File: src/design/rtcw_pkg.sv
package rtcw_pkg;
	// byte addresses inside the clock register page
	localparam logic [18:0] ADDR_FLAGS  = 19'h7fff0;
	localparam logic [18:0] ADDR_CENT   = 19'h7fff1;
	localparam logic [18:0] ADDR_ASEC   = 19'h7fff2;
	localparam logic [18:0] ADDR_AMIN   = 19'h7fff3;
	localparam logic [18:0] ADDR_AHOUR  = 19'h7fff4;
	localparam logic [18:0] ADDR_ADATE  = 19'h7fff5;
	localparam logic [18:0] ADDR_IRQCTL = 19'h7fff6;
	localparam logic [18:0] ADDR_WDCTL  = 19'h7fff7;
	// event_flags fields
	localparam int FLG_WDF  = 7;
	localparam int FLG_AF   = 6;
	localparam int FLG_PF   = 5;
	localparam int FLG_OSCILLATOR_FAILED_FLAG = 4;
	localparam int FLG_CAL  = 2;
	localparam int FLG_W    = 1;
	localparam int FLG_R    = 0;
	// interrupt_control fields
	localparam int IC_WIE = 7;
	localparam int IC_AIE = 6;
	localparam int IC_PFE = 5;
	localparam int IC_HL  = 3;
	localparam int IC_PL  = 2;
	// watchdog_control fields
	localparam int WD_STROBE = 7;
	localparam int WD_GUARD  = 6;
	// alarm mask bit
	localparam int ALM_MASK = 7;
	// reset values
	localparam logic [7:0] FLAGS_RST  = 8'h00;
	localparam logic [7:0] IRQCTL_RST = 8'h08;
	localparam logic [7:0] WDCTL_RST  = 8'h00;
	localparam logic [7:0] ALARM_RST  = 8'h80;
	// timing
	localparam longint CLK_HZ        = 25000000;
	localparam longint TEST_HZ       = 512;
	localparam longint TICK_HZ       = 32;
	localparam longint PULSE_MS      = 200;
	localparam longint RESTORE_US    = 20000;
	// half period of the test output toggle, rounded down
	localparam longint TEST_HALF_CYC = CLK_HZ / (2 * TEST_HZ);
	localparam longint TICK_CYC      = CLK_HZ / TICK_HZ;
	localparam longint PULSE_CYC     = CLK_HZ / 1000 * PULSE_MS;
	localparam longint RESTORE_CYC   = CLK_HZ / 1000000 * RESTORE_US;
	// bus operation codes
	typedef enum logic [1:0] {OP_IDLE, OP_READ, OP_WRITE} rtcw_op_type;
endpackage

File: src/design/rtcw_bus_if.sv
interface rtcw_bus_if;
	logic        [18:0] addr;
	logic        [7:0]  wdata;
	logic               wr;
	logic               rd;
	logic        [7:0]  rdata;
	logic               rvalid;
	logic               int_out;
	logic               int_oe;
	modport device (
		input  addr,
		input  wdata,
		input  wr,
		input  rd,
		output rdata,
		output rvalid,
		output int_out,
		output int_oe
	);
	modport host (
		output addr,
		output wdata,
		output wr,
		output rd,
		input  rdata,
		input  rvalid,
		input  int_out,
		input  int_oe
	);
endinterface

File: src/design/rtcw_divider.sv
module rtcw_divider #(
	parameter longint DIV = 2
) (
	// clock and reset
	input  wire logic clk,
	input  wire logic reset,
	// control
	input  wire logic run,
	// enable pulse
	output logic      tick
);
	localparam int W = $clog2(DIV + 1);
	logic [W-1:0] cnt_r;
	initial begin
		if (DIV < 2) $error("divider ratio too small");
	end
	always_ff @(posedge clk) begin
		if (reset || !run) cnt_r <= '0;
		else if (cnt_r == W'(DIV - 1)) cnt_r <= '0;
		else cnt_r <= cnt_r + W'(1);
	end
	always_ff @(posedge clk) begin
		if (reset) tick <= 1'b0;
		else tick <= run && (cnt_r == W'(DIV - 1));
	end
endmodule // rtcw_divider

File: src/design/rtcw_device.sv
// What this block does
// - cal bit toggles int at 512 Hz
// - host opens write bit before cal change
// - alarm match sets flag, irq if enabled
// - mask bit one drops field from match
// - flag read clears alarm, watchdog and power-fail flags
// - alarm writes need write bit, apply after
// - host keeps seconds mask at zero
// - watchdog counts 32 Hz ticks while oscillating
// - powerup and strobe reload watchdog counter
// - counter zero sets watchdog flag, irq if enabled
// - guard bit blocks timeout field writes
// - zero timeout disables watchdog
// - flag read clears watchdog flag and irq
// - backup supply blocks all host access
// - outside cal mode, irq needs flag and matching enable
// - pulse mode drives about 200 ms
// - level mode holds until flag read
// - flag read ends pulse early
// - no interrupts on backup supply
// - polarity one push-pull high, zero open drain
// - flags load zero except oscillator failed
// - irq valid only after restore delay
module rtcw_device #(
	parameter longint RESTORE_CYCLES = rtcw_pkg::RESTORE_CYC,
	parameter longint PULSE_CYCLES   = rtcw_pkg::PULSE_CYC,
	parameter longint TICK_CYCLES    = rtcw_pkg::TICK_CYC
) (
	// clock and reset
	input  wire logic       clk,
	input  wire logic       reset,
	// link to host
	rtcw_bus_if.device      bus,
	// time and power status
	input  wire logic [7:0] time_sec,
	input  wire logic [7:0] time_min,
	input  wire logic [7:0] time_hour,
	input  wire logic [7:0] time_date,
	input  wire logic       osc_running,
	input  wire logic       osc_failed,
	input  wire logic       on_backup,
	input  wire logic       power_fail
);
	initial begin
		if (PULSE_CYCLES < 1 || RESTORE_CYCLES < 1) $error("count must be positive");
	end
	localparam int RW = $clog2(RESTORE_CYCLES + 1);
	localparam int PW = $clog2(PULSE_CYCLES + 1);

	logic [7:0] flags_r, irqctl_r, wdctl_r;
	logic [7:0] alarm_r [4];
	logic [7:0] alarm_live_r [4];
	logic [5:0] wd_cnt_r;
	logic       wd_zero_r;
	logic       alm_hit_r, pf_prev_r, test_r, irq_r, oe_r, pulse_r, pulse_done_r;
	logic [PW-1:0] pulse_cnt_r;
	logic [RW-1:0] restore_r;
	logic [7:0] rdata_r;
	logic       rvalid_r;
	logic       w_prev_r;

	// three-stage synchronisers for status pins
	logic [2:0] osc_s, bkp_s, pf_s, fail_s;
	always_ff @(posedge clk) begin
		if (reset) begin
			osc_s  <= 3'h0;
			bkp_s  <= 3'h0;
			pf_s   <= 3'h0;
			fail_s <= 3'h0;
		end else begin
			osc_s  <= {osc_s[1:0], osc_running};
			bkp_s  <= {bkp_s[1:0], on_backup};
			pf_s   <= {pf_s[1:0], power_fail};
			fail_s <= {fail_s[1:0], osc_failed};
		end
	end
	logic osc_ok_r, bkp_r, pf_r, oscillator_failed_flag_r;
	always_ff @(posedge clk) begin
		if (reset) begin
			osc_ok_r <= 1'b0;
			bkp_r    <= 1'b0;
			pf_r     <= 1'b0;
			oscillator_failed_flag_r   <= 1'b0;
		end else begin
			if (osc_s[2] == osc_s[1]) osc_ok_r <= osc_s[2];
			if (fail_s[2] == fail_s[1]) oscillator_failed_flag_r <= fail_s[2];
			if (bkp_s[2] == bkp_s[1]) bkp_r <= bkp_s[2];
			if (pf_s[2] == pf_s[1]) pf_r <= pf_s[2];
		end
	end

	wire restored = (restore_r == RW'(RESTORE_CYCLES));
	wire access_ok = restored && !bkp_r;
	wire rd_hit   = access_ok && bus.rd;
	wire wr_hit   = access_ok && bus.wr;
	wire flag_rd  = rd_hit && (bus.addr == rtcw_pkg::ADDR_FLAGS);
	wire wr_open  = flags_r[rtcw_pkg::FLG_W];
	wire wr_flags = wr_hit && (bus.addr == rtcw_pkg::ADDR_FLAGS);
	wire wr_irq   = wr_hit && (bus.addr == rtcw_pkg::ADDR_IRQCTL);
	wire wr_wd    = wr_hit && (bus.addr == rtcw_pkg::ADDR_WDCTL);
	wire alm_wr   = wr_hit && wr_open
		&& bus.addr >= rtcw_pkg::ADDR_ASEC && bus.addr <= rtcw_pkg::ADDR_ADATE;
	wire [1:0] alm_idx = 2'(bus.addr - rtcw_pkg::ADDR_ASEC);
	wire w_closed = w_prev_r && !wr_open;

	// restore delay after power-up
	always_ff @(posedge clk) begin
		if (reset) restore_r <= '0;
		else if (!restored) restore_r <= restore_r + RW'(1);
	end

	// alarm staging and live copies
	always_ff @(posedge clk) begin
		if (reset) begin
			for (int i = 0; i < 4; i++) begin
				alarm_r[i]      <= rtcw_pkg::ALARM_RST;
				alarm_live_r[i] <= rtcw_pkg::ALARM_RST;
			end
			w_prev_r <= 1'b0;
		end else begin
			w_prev_r <= wr_open;
			if (alm_wr) alarm_r[alm_idx] <= bus.wdata;
			if (w_closed) alarm_live_r <= alarm_r;
		end
	end

	// masked compare: mask set drops that field
	function automatic logic fld_ok(input logic [7:0] a, input logic [7:0] t);
		return a[rtcw_pkg::ALM_MASK] || (a[6:0] == t[6:0]);
	endfunction
	wire alm_match = fld_ok(alarm_live_r[0], time_sec) && fld_ok(alarm_live_r[1], time_min)
		&& fld_ok(alarm_live_r[2], time_hour) && fld_ok(alarm_live_r[3], time_date);
	wire alm_event = alm_match && !alm_hit_r;

	// watchdog
	logic wd_tick;
	rtcw_divider #(.DIV(TICK_CYCLES)) u_tick (
		.clk   (clk),
		.reset (reset),
		.run   (osc_ok_r),
		.tick  (wd_tick)
	);
	wire [5:0] wd_load = wdctl_r[5:0];
	wire wd_strobe = wr_wd && bus.wdata[rtcw_pkg::WD_STROBE];
	wire wd_event  = (wd_load != 6'h00) && !wd_zero_r && (wd_cnt_r == 6'h00);
	always_ff @(posedge clk) begin
		if (reset) begin
			wd_cnt_r  <= 6'h00;
			wd_zero_r <= 1'b1;
			wdctl_r   <= rtcw_pkg::WDCTL_RST;
		end else begin
			if (wr_wd && !bus.wdata[rtcw_pkg::WD_GUARD]) wdctl_r[5:0] <= bus.wdata[5:0];
			if (wr_wd) wdctl_r[rtcw_pkg::WD_GUARD] <= bus.wdata[rtcw_pkg::WD_GUARD];
			if (!restored || wd_strobe) begin
				wd_cnt_r  <= wd_load;
				wd_zero_r <= (wd_load == 6'h00); // zero load idles until a strobe
			end else if (wd_event) begin
				wd_zero_r <= 1'b1;
			end else if (wd_tick && wd_cnt_r != 6'h00) begin
				wd_cnt_r <= wd_cnt_r - 6'h01;
			end
		end
	end

	// event flags; a set in the read cycle survives
	wire pf_event = pf_r && !pf_prev_r;
	logic [7:0] flags_nxt;
	always_comb begin
		flags_nxt = flags_r;
		if (flag_rd) begin
			flags_nxt[rtcw_pkg::FLG_WDF] = 1'b0;
			flags_nxt[rtcw_pkg::FLG_AF]  = 1'b0;
			flags_nxt[rtcw_pkg::FLG_PF]  = 1'b0;
		end
		if (wr_flags) begin
			flags_nxt[rtcw_pkg::FLG_W] = bus.wdata[rtcw_pkg::FLG_W];
			flags_nxt[rtcw_pkg::FLG_R] = bus.wdata[rtcw_pkg::FLG_R];
			if (wr_open) begin
				flags_nxt[rtcw_pkg::FLG_CAL]  = bus.wdata[rtcw_pkg::FLG_CAL];
				flags_nxt[rtcw_pkg::FLG_OSCILLATOR_FAILED_FLAG] = flags_r[rtcw_pkg::FLG_OSCILLATOR_FAILED_FLAG]
					& bus.wdata[rtcw_pkg::FLG_OSCILLATOR_FAILED_FLAG];
			end
		end
		if (wd_event) flags_nxt[rtcw_pkg::FLG_WDF] = 1'b1;
		if (alm_event) flags_nxt[rtcw_pkg::FLG_AF] = 1'b1;
		if (pf_event) flags_nxt[rtcw_pkg::FLG_PF] = 1'b1;
		if (!restored) begin
			flags_nxt = rtcw_pkg::FLAGS_RST;
			flags_nxt[rtcw_pkg::FLG_OSCILLATOR_FAILED_FLAG] = oscillator_failed_flag_r;
		end
	end
	always_ff @(posedge clk) begin
		if (reset) begin
			flags_r   <= rtcw_pkg::FLAGS_RST;
			alm_hit_r <= 1'b0;
			pf_prev_r <= 1'b0;
			irqctl_r  <= rtcw_pkg::IRQCTL_RST;
		end else begin
			flags_r   <= flags_nxt;
			alm_hit_r <= alm_match;
			pf_prev_r <= pf_r;
			if (wr_irq) irqctl_r <= bus.wdata & 8'hec;
		end
	end

	// interrupt source and driver
	wire src = (flags_r[rtcw_pkg::FLG_WDF] && irqctl_r[rtcw_pkg::IC_WIE])
		|| (flags_r[rtcw_pkg::FLG_AF] && irqctl_r[rtcw_pkg::IC_AIE])
		|| (flags_r[rtcw_pkg::FLG_PF] && irqctl_r[rtcw_pkg::IC_PFE]);
	wire pulse_mode = irqctl_r[rtcw_pkg::IC_PL];
	wire irq_ok = restored && !bkp_r;
	logic test_tick;
	rtcw_divider #(.DIV(rtcw_pkg::TEST_HALF_CYC)) u_test (
		.clk   (clk),
		.reset (reset),
		.run   (flags_r[rtcw_pkg::FLG_CAL]),
		.tick  (test_tick)
	);
	always_ff @(posedge clk) begin
		if (reset) begin
			pulse_r      <= 1'b0;
			pulse_done_r <= 1'b0;
			pulse_cnt_r  <= '0;
			test_r       <= 1'b0;
		end else begin
			if (!flags_r[rtcw_pkg::FLG_CAL]) test_r <= 1'b0;
			else if (test_tick) test_r <= !test_r;
			if (!src || flag_rd || !pulse_mode) begin
				pulse_r      <= 1'b0;
				pulse_done_r <= 1'b0;
				pulse_cnt_r  <= '0;
			end else if (!pulse_r && !pulse_done_r) begin
				pulse_r     <= 1'b1;
				pulse_cnt_r <= PW'(PULSE_CYCLES - 1);
			end else if (pulse_r && pulse_cnt_r == '0) begin
				pulse_r      <= 1'b0;
				pulse_done_r <= 1'b1;
			end else if (pulse_r) begin
				pulse_cnt_r <= pulse_cnt_r - PW'(1);
			end
		end
	end
	// level mode follows the flags, which only a read clears
	wire active = irq_ok && (flags_r[rtcw_pkg::FLG_CAL] ? test_r
		: (pulse_mode ? pulse_r : src));
	wire hi_pol = irqctl_r[rtcw_pkg::IC_HL];
	always_ff @(posedge clk) begin
		if (reset) begin
			irq_r <= 1'b0;
			oe_r  <= 1'b0;
		end else begin
			irq_r <= hi_pol ? (active && irq_ok) : 1'b0;
			oe_r  <= hi_pol ? irq_ok : active;
		end
	end

	// read data
	logic [7:0] rd_mux;
	always_comb begin
		unique case (bus.addr)
			rtcw_pkg::ADDR_FLAGS:  rd_mux = flags_r;
			rtcw_pkg::ADDR_IRQCTL: rd_mux = irqctl_r;
			rtcw_pkg::ADDR_WDCTL:  rd_mux = {1'b0, wdctl_r[6:0]};
			rtcw_pkg::ADDR_ASEC:   rd_mux = alarm_r[0];
			rtcw_pkg::ADDR_AMIN:   rd_mux = alarm_r[1];
			rtcw_pkg::ADDR_AHOUR:  rd_mux = alarm_r[2];
			rtcw_pkg::ADDR_ADATE:  rd_mux = alarm_r[3];
			default:               rd_mux = 8'h00;
		endcase
	end
	always_ff @(posedge clk) begin
		if (reset) begin
			rdata_r  <= 8'h00;
			rvalid_r <= 1'b0;
		end else begin
			rvalid_r <= rd_hit;
			if (rd_hit) rdata_r <= rd_mux;
		end
	end
	assign bus.rdata   = rdata_r;
	assign bus.rvalid  = rvalid_r;
	assign bus.int_out = irq_r;
	assign bus.int_oe  = oe_r;
endmodule // rtcw_device

File: src/flat_wrapper.sv
// flat-port wrapper written by rule: the top's interface ports become plain ports
module rtcw_device_flat 
#(
	parameter longint RESTORE_CYCLES = rtcw_pkg::RESTORE_CYC,
	parameter longint PULSE_CYCLES   = rtcw_pkg::PULSE_CYC,
	parameter longint TICK_CYCLES    = rtcw_pkg::TICK_CYC
)
  (clk, reset, time_sec, time_min, time_hour, time_date, osc_running, osc_failed, on_backup, power_fail, bus_addr, bus_wdata, bus_wr, bus_rd, bus_rdata, bus_rvalid, bus_int_out, bus_int_oe);
  rtcw_bus_if bus_i ();
  input  wire logic clk;
  input  wire logic reset;
  input  wire logic [7:0] time_sec;
  input  wire logic [7:0] time_min;
  input  wire logic [7:0] time_hour;
  input  wire logic [7:0] time_date;
  input  wire logic osc_running;
  input  wire logic osc_failed;
  input  wire logic on_backup;
  input  wire logic power_fail;
  input wire logic [$bits(bus_i.addr)-1:0] bus_addr;
  input wire logic [$bits(bus_i.wdata)-1:0] bus_wdata;
  input wire logic [$bits(bus_i.wr)-1:0] bus_wr;
  input wire logic [$bits(bus_i.rd)-1:0] bus_rd;
  output wire logic [$bits(bus_i.rdata)-1:0] bus_rdata;
  output wire logic [$bits(bus_i.rvalid)-1:0] bus_rvalid;
  output wire logic [$bits(bus_i.int_out)-1:0] bus_int_out;
  output wire logic [$bits(bus_i.int_oe)-1:0] bus_int_oe;
  assign bus_i.addr = bus_addr;
  assign bus_i.wdata = bus_wdata;
  assign bus_i.wr = bus_wr;
  assign bus_i.rd = bus_rd;
  assign bus_rdata = bus_i.rdata;
  assign bus_rvalid = bus_i.rvalid;
  assign bus_int_out = bus_i.int_out;
  assign bus_int_oe = bus_i.int_oe;
  rtcw_device #(.RESTORE_CYCLES(RESTORE_CYCLES), .PULSE_CYCLES(PULSE_CYCLES), .TICK_CYCLES(TICK_CYCLES)) u_core (.clk(clk), .reset(reset), .bus(bus_i), .time_sec(time_sec), .time_min(time_min), .time_hour(time_hour), .time_date(time_date), .osc_running(osc_running), .osc_failed(osc_failed), .on_backup(on_backup), .power_fail(power_fail));
endmodule
File: config.mk
export PLATFORM = sky130hd
export DESIGN_NAME = rtcw_device_flat
export DESIGN_NICKNAME = d
export VERILOG_FILES = /design/src/design/rtcw_pkg.sv /design/src/design/rtcw_bus_if.sv /design/src/design/rtcw_divider.sv /design/src/design/rtcw_device.sv /design/src/flat_wrapper.sv
export SDC_FILE = /design/constraint.sdc
export NUM_CORES = 1
export LEC_CHECK = 0
export BUFFER_PORTS_ARGS = -buffer_cell sky130_fd_sc_hd__buf_2
export CORE_MARGIN = 5
export CORE_UTILIZATION = 38
export CTS_BUF_LIST = sky130_fd_sc_hd__clkbuf_8
export CTS_CLUSTER_SIZE = 30
export DETAILED_ROUTE_END_ITERATION = 8
export RECOVER_POWER = 100
export SYNTH_ARGS = -nofsm -noshare
export SYNTH_HDL_FRONTEND = slang
export SYNTH_SLANG_ARGS = --single-unit
File: constraint.sdc
create_clock -name clk -period 4.8 [get_ports clk]
set_input_delay 0.72 -clock clk [delete_from_list [all_inputs] [get_ports clk]]
set_output_delay 0.72 -clock clk [all_outputs]
set_load 0.05 [all_outputs]
==> results.sh <==
export IMPL_status="finished, violations left"
export IMPL_violations="max-capacitance violations, max-slew violations"
export IMPL_yosysTopAreaCell="dfxtp_1"
export IMPL_cp_top_family="buffers and inverters"
export IMPL_synth_area_leaders="dfxtp_1 45%, mux2i_1 6.2%, nor2_1 5.2%"
export IMPL_fin_crit_ns=3.42
export IMPL_clk_latency_ns=0.52
export IMPL_synth_seq_area_share_pct=44.8
export IMPL_ios=78
export IMPL_cts_resized=0
export IMPL_endpoint_kind="register"
export IMPL_worst_slew_pin_slew_ns=1.77
export IMPL_first_iter_violations=430
export IMPL_synth_ff_type="dfxtp_1"
export IMPL_grt_max_degree=77
export IMPL_drt_total_wl_um=21100
export IMPL_p_seq_share_pct=50.9
export IMPL_multi_input_area_um2=4660
export IMPL_synth_edf_count=0
export IMPL_synthCells=1014
export IMPL_route_vias_total=7250
export IMPL_synth_top_area_share_pct=44.8
export IMPL_fillers=2378
export IMPL_finalSetupViolCount=0
export IMPL_finalCritPeriodShare_pct=71.3
export IMPL_ctsHoldBuffers=0
export IMPL_holdPathStages=2
export IMPL_antenna_found_initial=0
export IMPL_async_flop_share_pct=0
export IMPL_relSlewSlack_pct=-18.3
export IMPL_rsz0062_at_grt="false"
export IMPL_die_h_um=164
export IMPL_grt_overflow_total=0
export IMPL_grt_pass1_wl_um=34800
export IMPL_cp_slowest_stage_delay_ns=1.25
export IMPL_die_width_um=164
export IMPL_final_max_slew_viol_count=115
export IMPL_synth_cell_types=65
export IMPL_min_path_type="in2reg"
export IMPL_cp_arrival_ns=3.83
export IMPL_ys_ff_latch=202
export IMPL_max_freq_ghz=0.292
export IMPL_cts_max_path_buffers=3
export IMPL_syn_avg_cell_area_um2=8.90
export IMPL_rows=56
export IMPL_cts_sinks=202
export IMPL_yosysWarnings=0
export IMPL_p_int_uw=2550
export IMPL_htreeDepth=2
export IMPL_power_density_nw_per_um2=323
export IMPL_core_um2=23400
export IMPL_drive_above_1_share_pct=13.4
export IMPL_cp_slowest_cell="clkbuf_1"
export IMPL_crit_type="in2reg"
export IMPL_power_uw=3320
export IMPL_gp_congestion=0.838
export IMPL_final_setup_tns_ns=0
export IMPL_cts_tree="yes"
export IMPL_stdcell_area_um2=10300
export IMPL_p_sw_share_pct=23.0
export IMPL_ff_latch_area_um2=4040
export IMPL_grt_use_total_pct=15.8
export IMPL_viasPerCell=5.08
export IMPL_crit_path_max_fanout=37
export IMPL_rr_worst_depth=5
export IMPL_cp_depth=5
export IMPL_clockRootBuffer="clkbuf_8"
export IMPL_drt_pass1_iter_count=6
export IMPL_place_area_um2=9630
export IMPL_diodes=0
export IMPL_drtAntennaViolNets=0
export IMPL_drv_cap=3
export IMPL_grt_pass1_vias=6809
export IMPL_clkPwrFrac_pct=46.1
export IMPL_initial_core_util_pct=38.5
export IMPL_synth_area_um2=9020
export IMPL_finish_net_count=1160
export IMPL_hpwl_um=14700
export IMPL_drc=0
export IMPL_place_inst=1364
export IMPL_dieArea_um2=26900
export IMPL_crit_buf_inv=2
export IMPL_peakVddDrop_v=0.000161
export IMPL_instances_no_fill=1427
export IMPL_cts_clk_slew_worst_paths_ns=0.05
export IMPL_hold_viol_final=0
export IMPL_area_growth_pct=13.9
export IMPL_cts_setup_buffers=0
export IMPL_p_leak_uw=0.00396
export IMPL_crit_required_ns=5.20
export IMPL_cp_start_kind="input pin"
export IMPL_cts_made_buffers=37
export IMPL_synth_nets=1090
export IMPL_skew_ns=0.0227
export IMPL_p_switching_uw=764
export IMPL_path_cells="clkbuf_1 -> inv_2 -> nand3_1 -> nor2_1 -> a22o_1"
export IMPL_wl_per_cell_um=14.8
export IMPL_port_buffers=73
export IMPL_pwr_share_comb_pct=3.0
[registers in the layout, indices dropped and copies added (netlist names), 3 cells and up]
name and cells:
u_core.bkp_s 3, u_core.wdctl_r 7, u_core.alarm_live_r 32, u_core.fail_s 3, u_core.flags_r 7, u_core.bus.rdata 8, u_core.restore_r 19, u_core.osc_s 3
u_core.pf_s 3, u_core.irqctl_r 5, u_core.alarm_r 32, u_core.u_test.cnt_r 15, u_core.u_tick.cnt_r 20, u_core.wd_cnt_r 6, u_core.pulse_cnt_r 23
[per-stage QoR]
| step | worst slack (ns) | hold slack (ns) | utilization, % |
|---|---|---|---|
| floorplan | 2.23 | 0.414 | - |
| global placement | 1.86 | 0.429 | 41.2 |
| detailed placement | 1.84 | 0.425 | 41.2 |
| CTS | 2.18 | 0.385 | 44.1 |
| global route | 1.07 | 0.401 | 43.9 |
| finish | 1.38 | 0.420 | 43.9 |
[worst register-to-register path: stages (launching register included)]
cell and delay [ns]:
dfxtp_1 0.34, nor4b_1 0.63, nand3_2 0.29, nor4_1 1.24, mux2i_1 0.29, nor2_1 0.05
[cell type report]
type | count | area share, %
timing repair buffer | 79 | 3.79
clock inverter | 19 | 0.853
tap | 319 | 3.89
clock buffer | 44 | 5.90
multi-input combinational | 742 | 45.4
sequential | 202 | 39.4
inverter | 22 | 0.804
[layer usage]
metal | wire length (um) | share of wire [%] | track usage (%)
met2 | 9850 | 47 | 25.5
met3 | 987 | 4.7 | 2.81
met1 | 9900 | 47 | 21.6
met4 | 389 | 1.8 | 5.03
met5 | 0 | 0 | 0
[kinds of logic (layout without fill, tap and decap cells)]
family / Yosys count / count (layout) / share of synthesized area (%)
xor+xnor: 78 / 78 / 7.57
buf+inv: 70 / 164 / 3.18
compound gates: 147 / 147 / 10.4
fa+ha+maj: 9 / 9 / 1.25
simple gates: 440 / 440 / 24.5
mux: 68 / 68 / 8.21
flops: 202 / 202 / 44.8
[power groups by stage]
| stage | registers, uW | logic [uW] | clock network (uW) |
|---|---|---|---|
| finish | 1690 | 101 | 1530 |
| global route | 1690 | 111 | 1650 |
| CTS | 1690 | 103 | 1590 |
| detailed placement | 1720 | 103 | 0 |
| global placement | 1720 | 102 | 0 |
| floorplan | 1720 | 52.5 | 0 |
[synth_stat cells (all sizes together) (8+ instances only)]
| cell | instances |
|---|---|
| xor2 | 42 |
| mux2 | 8 |
| nor2 | 125 |
| or3 | 21 |
| a22o | 9 |
| nor2b | 21 |
| nor3 | 15 |
| xnor2 | 36 |
| buf | 14 |
| clkbuf | 34 |
| and3 | 15 |
| or4 | 14 |
| inv | 22 |
| nand2 | 117 |
| dfxtp | 202 |
| a31oi | 9 |
| nor4 | 16 |
| mux2i | 56 |
| nand4 | 22 |
| ha | 9 |
| o21ai | 24 |
| a21oi | 63 |
| nand3 | 35 |
| o31ai | 12 |
[cells in the final DEF (no fill, tap or decap), drive strengths merged, types with 4 or more instances in the layout]
cell type | netlist | final
a211oi | 4 | 4
a21oi | 63 | 63
a22o | 9 | 9
a22oi | 7 | 7
a31oi | 9 | 9
a41oi | 4 | 4
and2 | 7 | 7
and3 | 15 | 15
buf | 14 | 65
clkbuf | 34 | 58
clkinv | 0 | 7
dfxtp | 202 | 202
ha | 9 | 9
inv | 22 | 32
mux2 | 8 | 8
mux2i | 56 | 56
mux4 | 4 | 4
nand2 | 117 | 117
nand2b | 6 | 6
nand3 | 35 | 35
nand3b | 6 | 6
nand4 | 22 | 22
nor2 | 125 | 125
nor2b | 21 | 21
nor3 | 15 | 15
nor3b | 4 | 4
nor4 | 16 | 16
nor4b | 4 | 4
o21ai | 24 | 24
o31ai | 12 | 12
or2 | 4 | 4
or3 | 21 | 21
or4 | 14 | 14
xnor2 | 36 | 36
xor2 | 42 | 42
[worst paths after layout]
kind | from | endpoint | slack, ns
max | reset | u_core.bus.rdata[7]$_SDFFE_PP0P_ | 1.38
min | power_fail | u_core.pf_s[0]$_SDFF_PP0_ | 0.42
max reg2reg | u_core.restore_r[10]$_SDFFE_PP0P_ | u_core.wdctl_r[0]$_SDFFE_PP0P_ | 1.78
min reg2reg | u_core.osc_s[0]$_SDFF_PP0_ | u_core.osc_s[1]$_SDFF_PP0_ | 0.44
No activity file was read; power rests on OpenSTA's default activity.
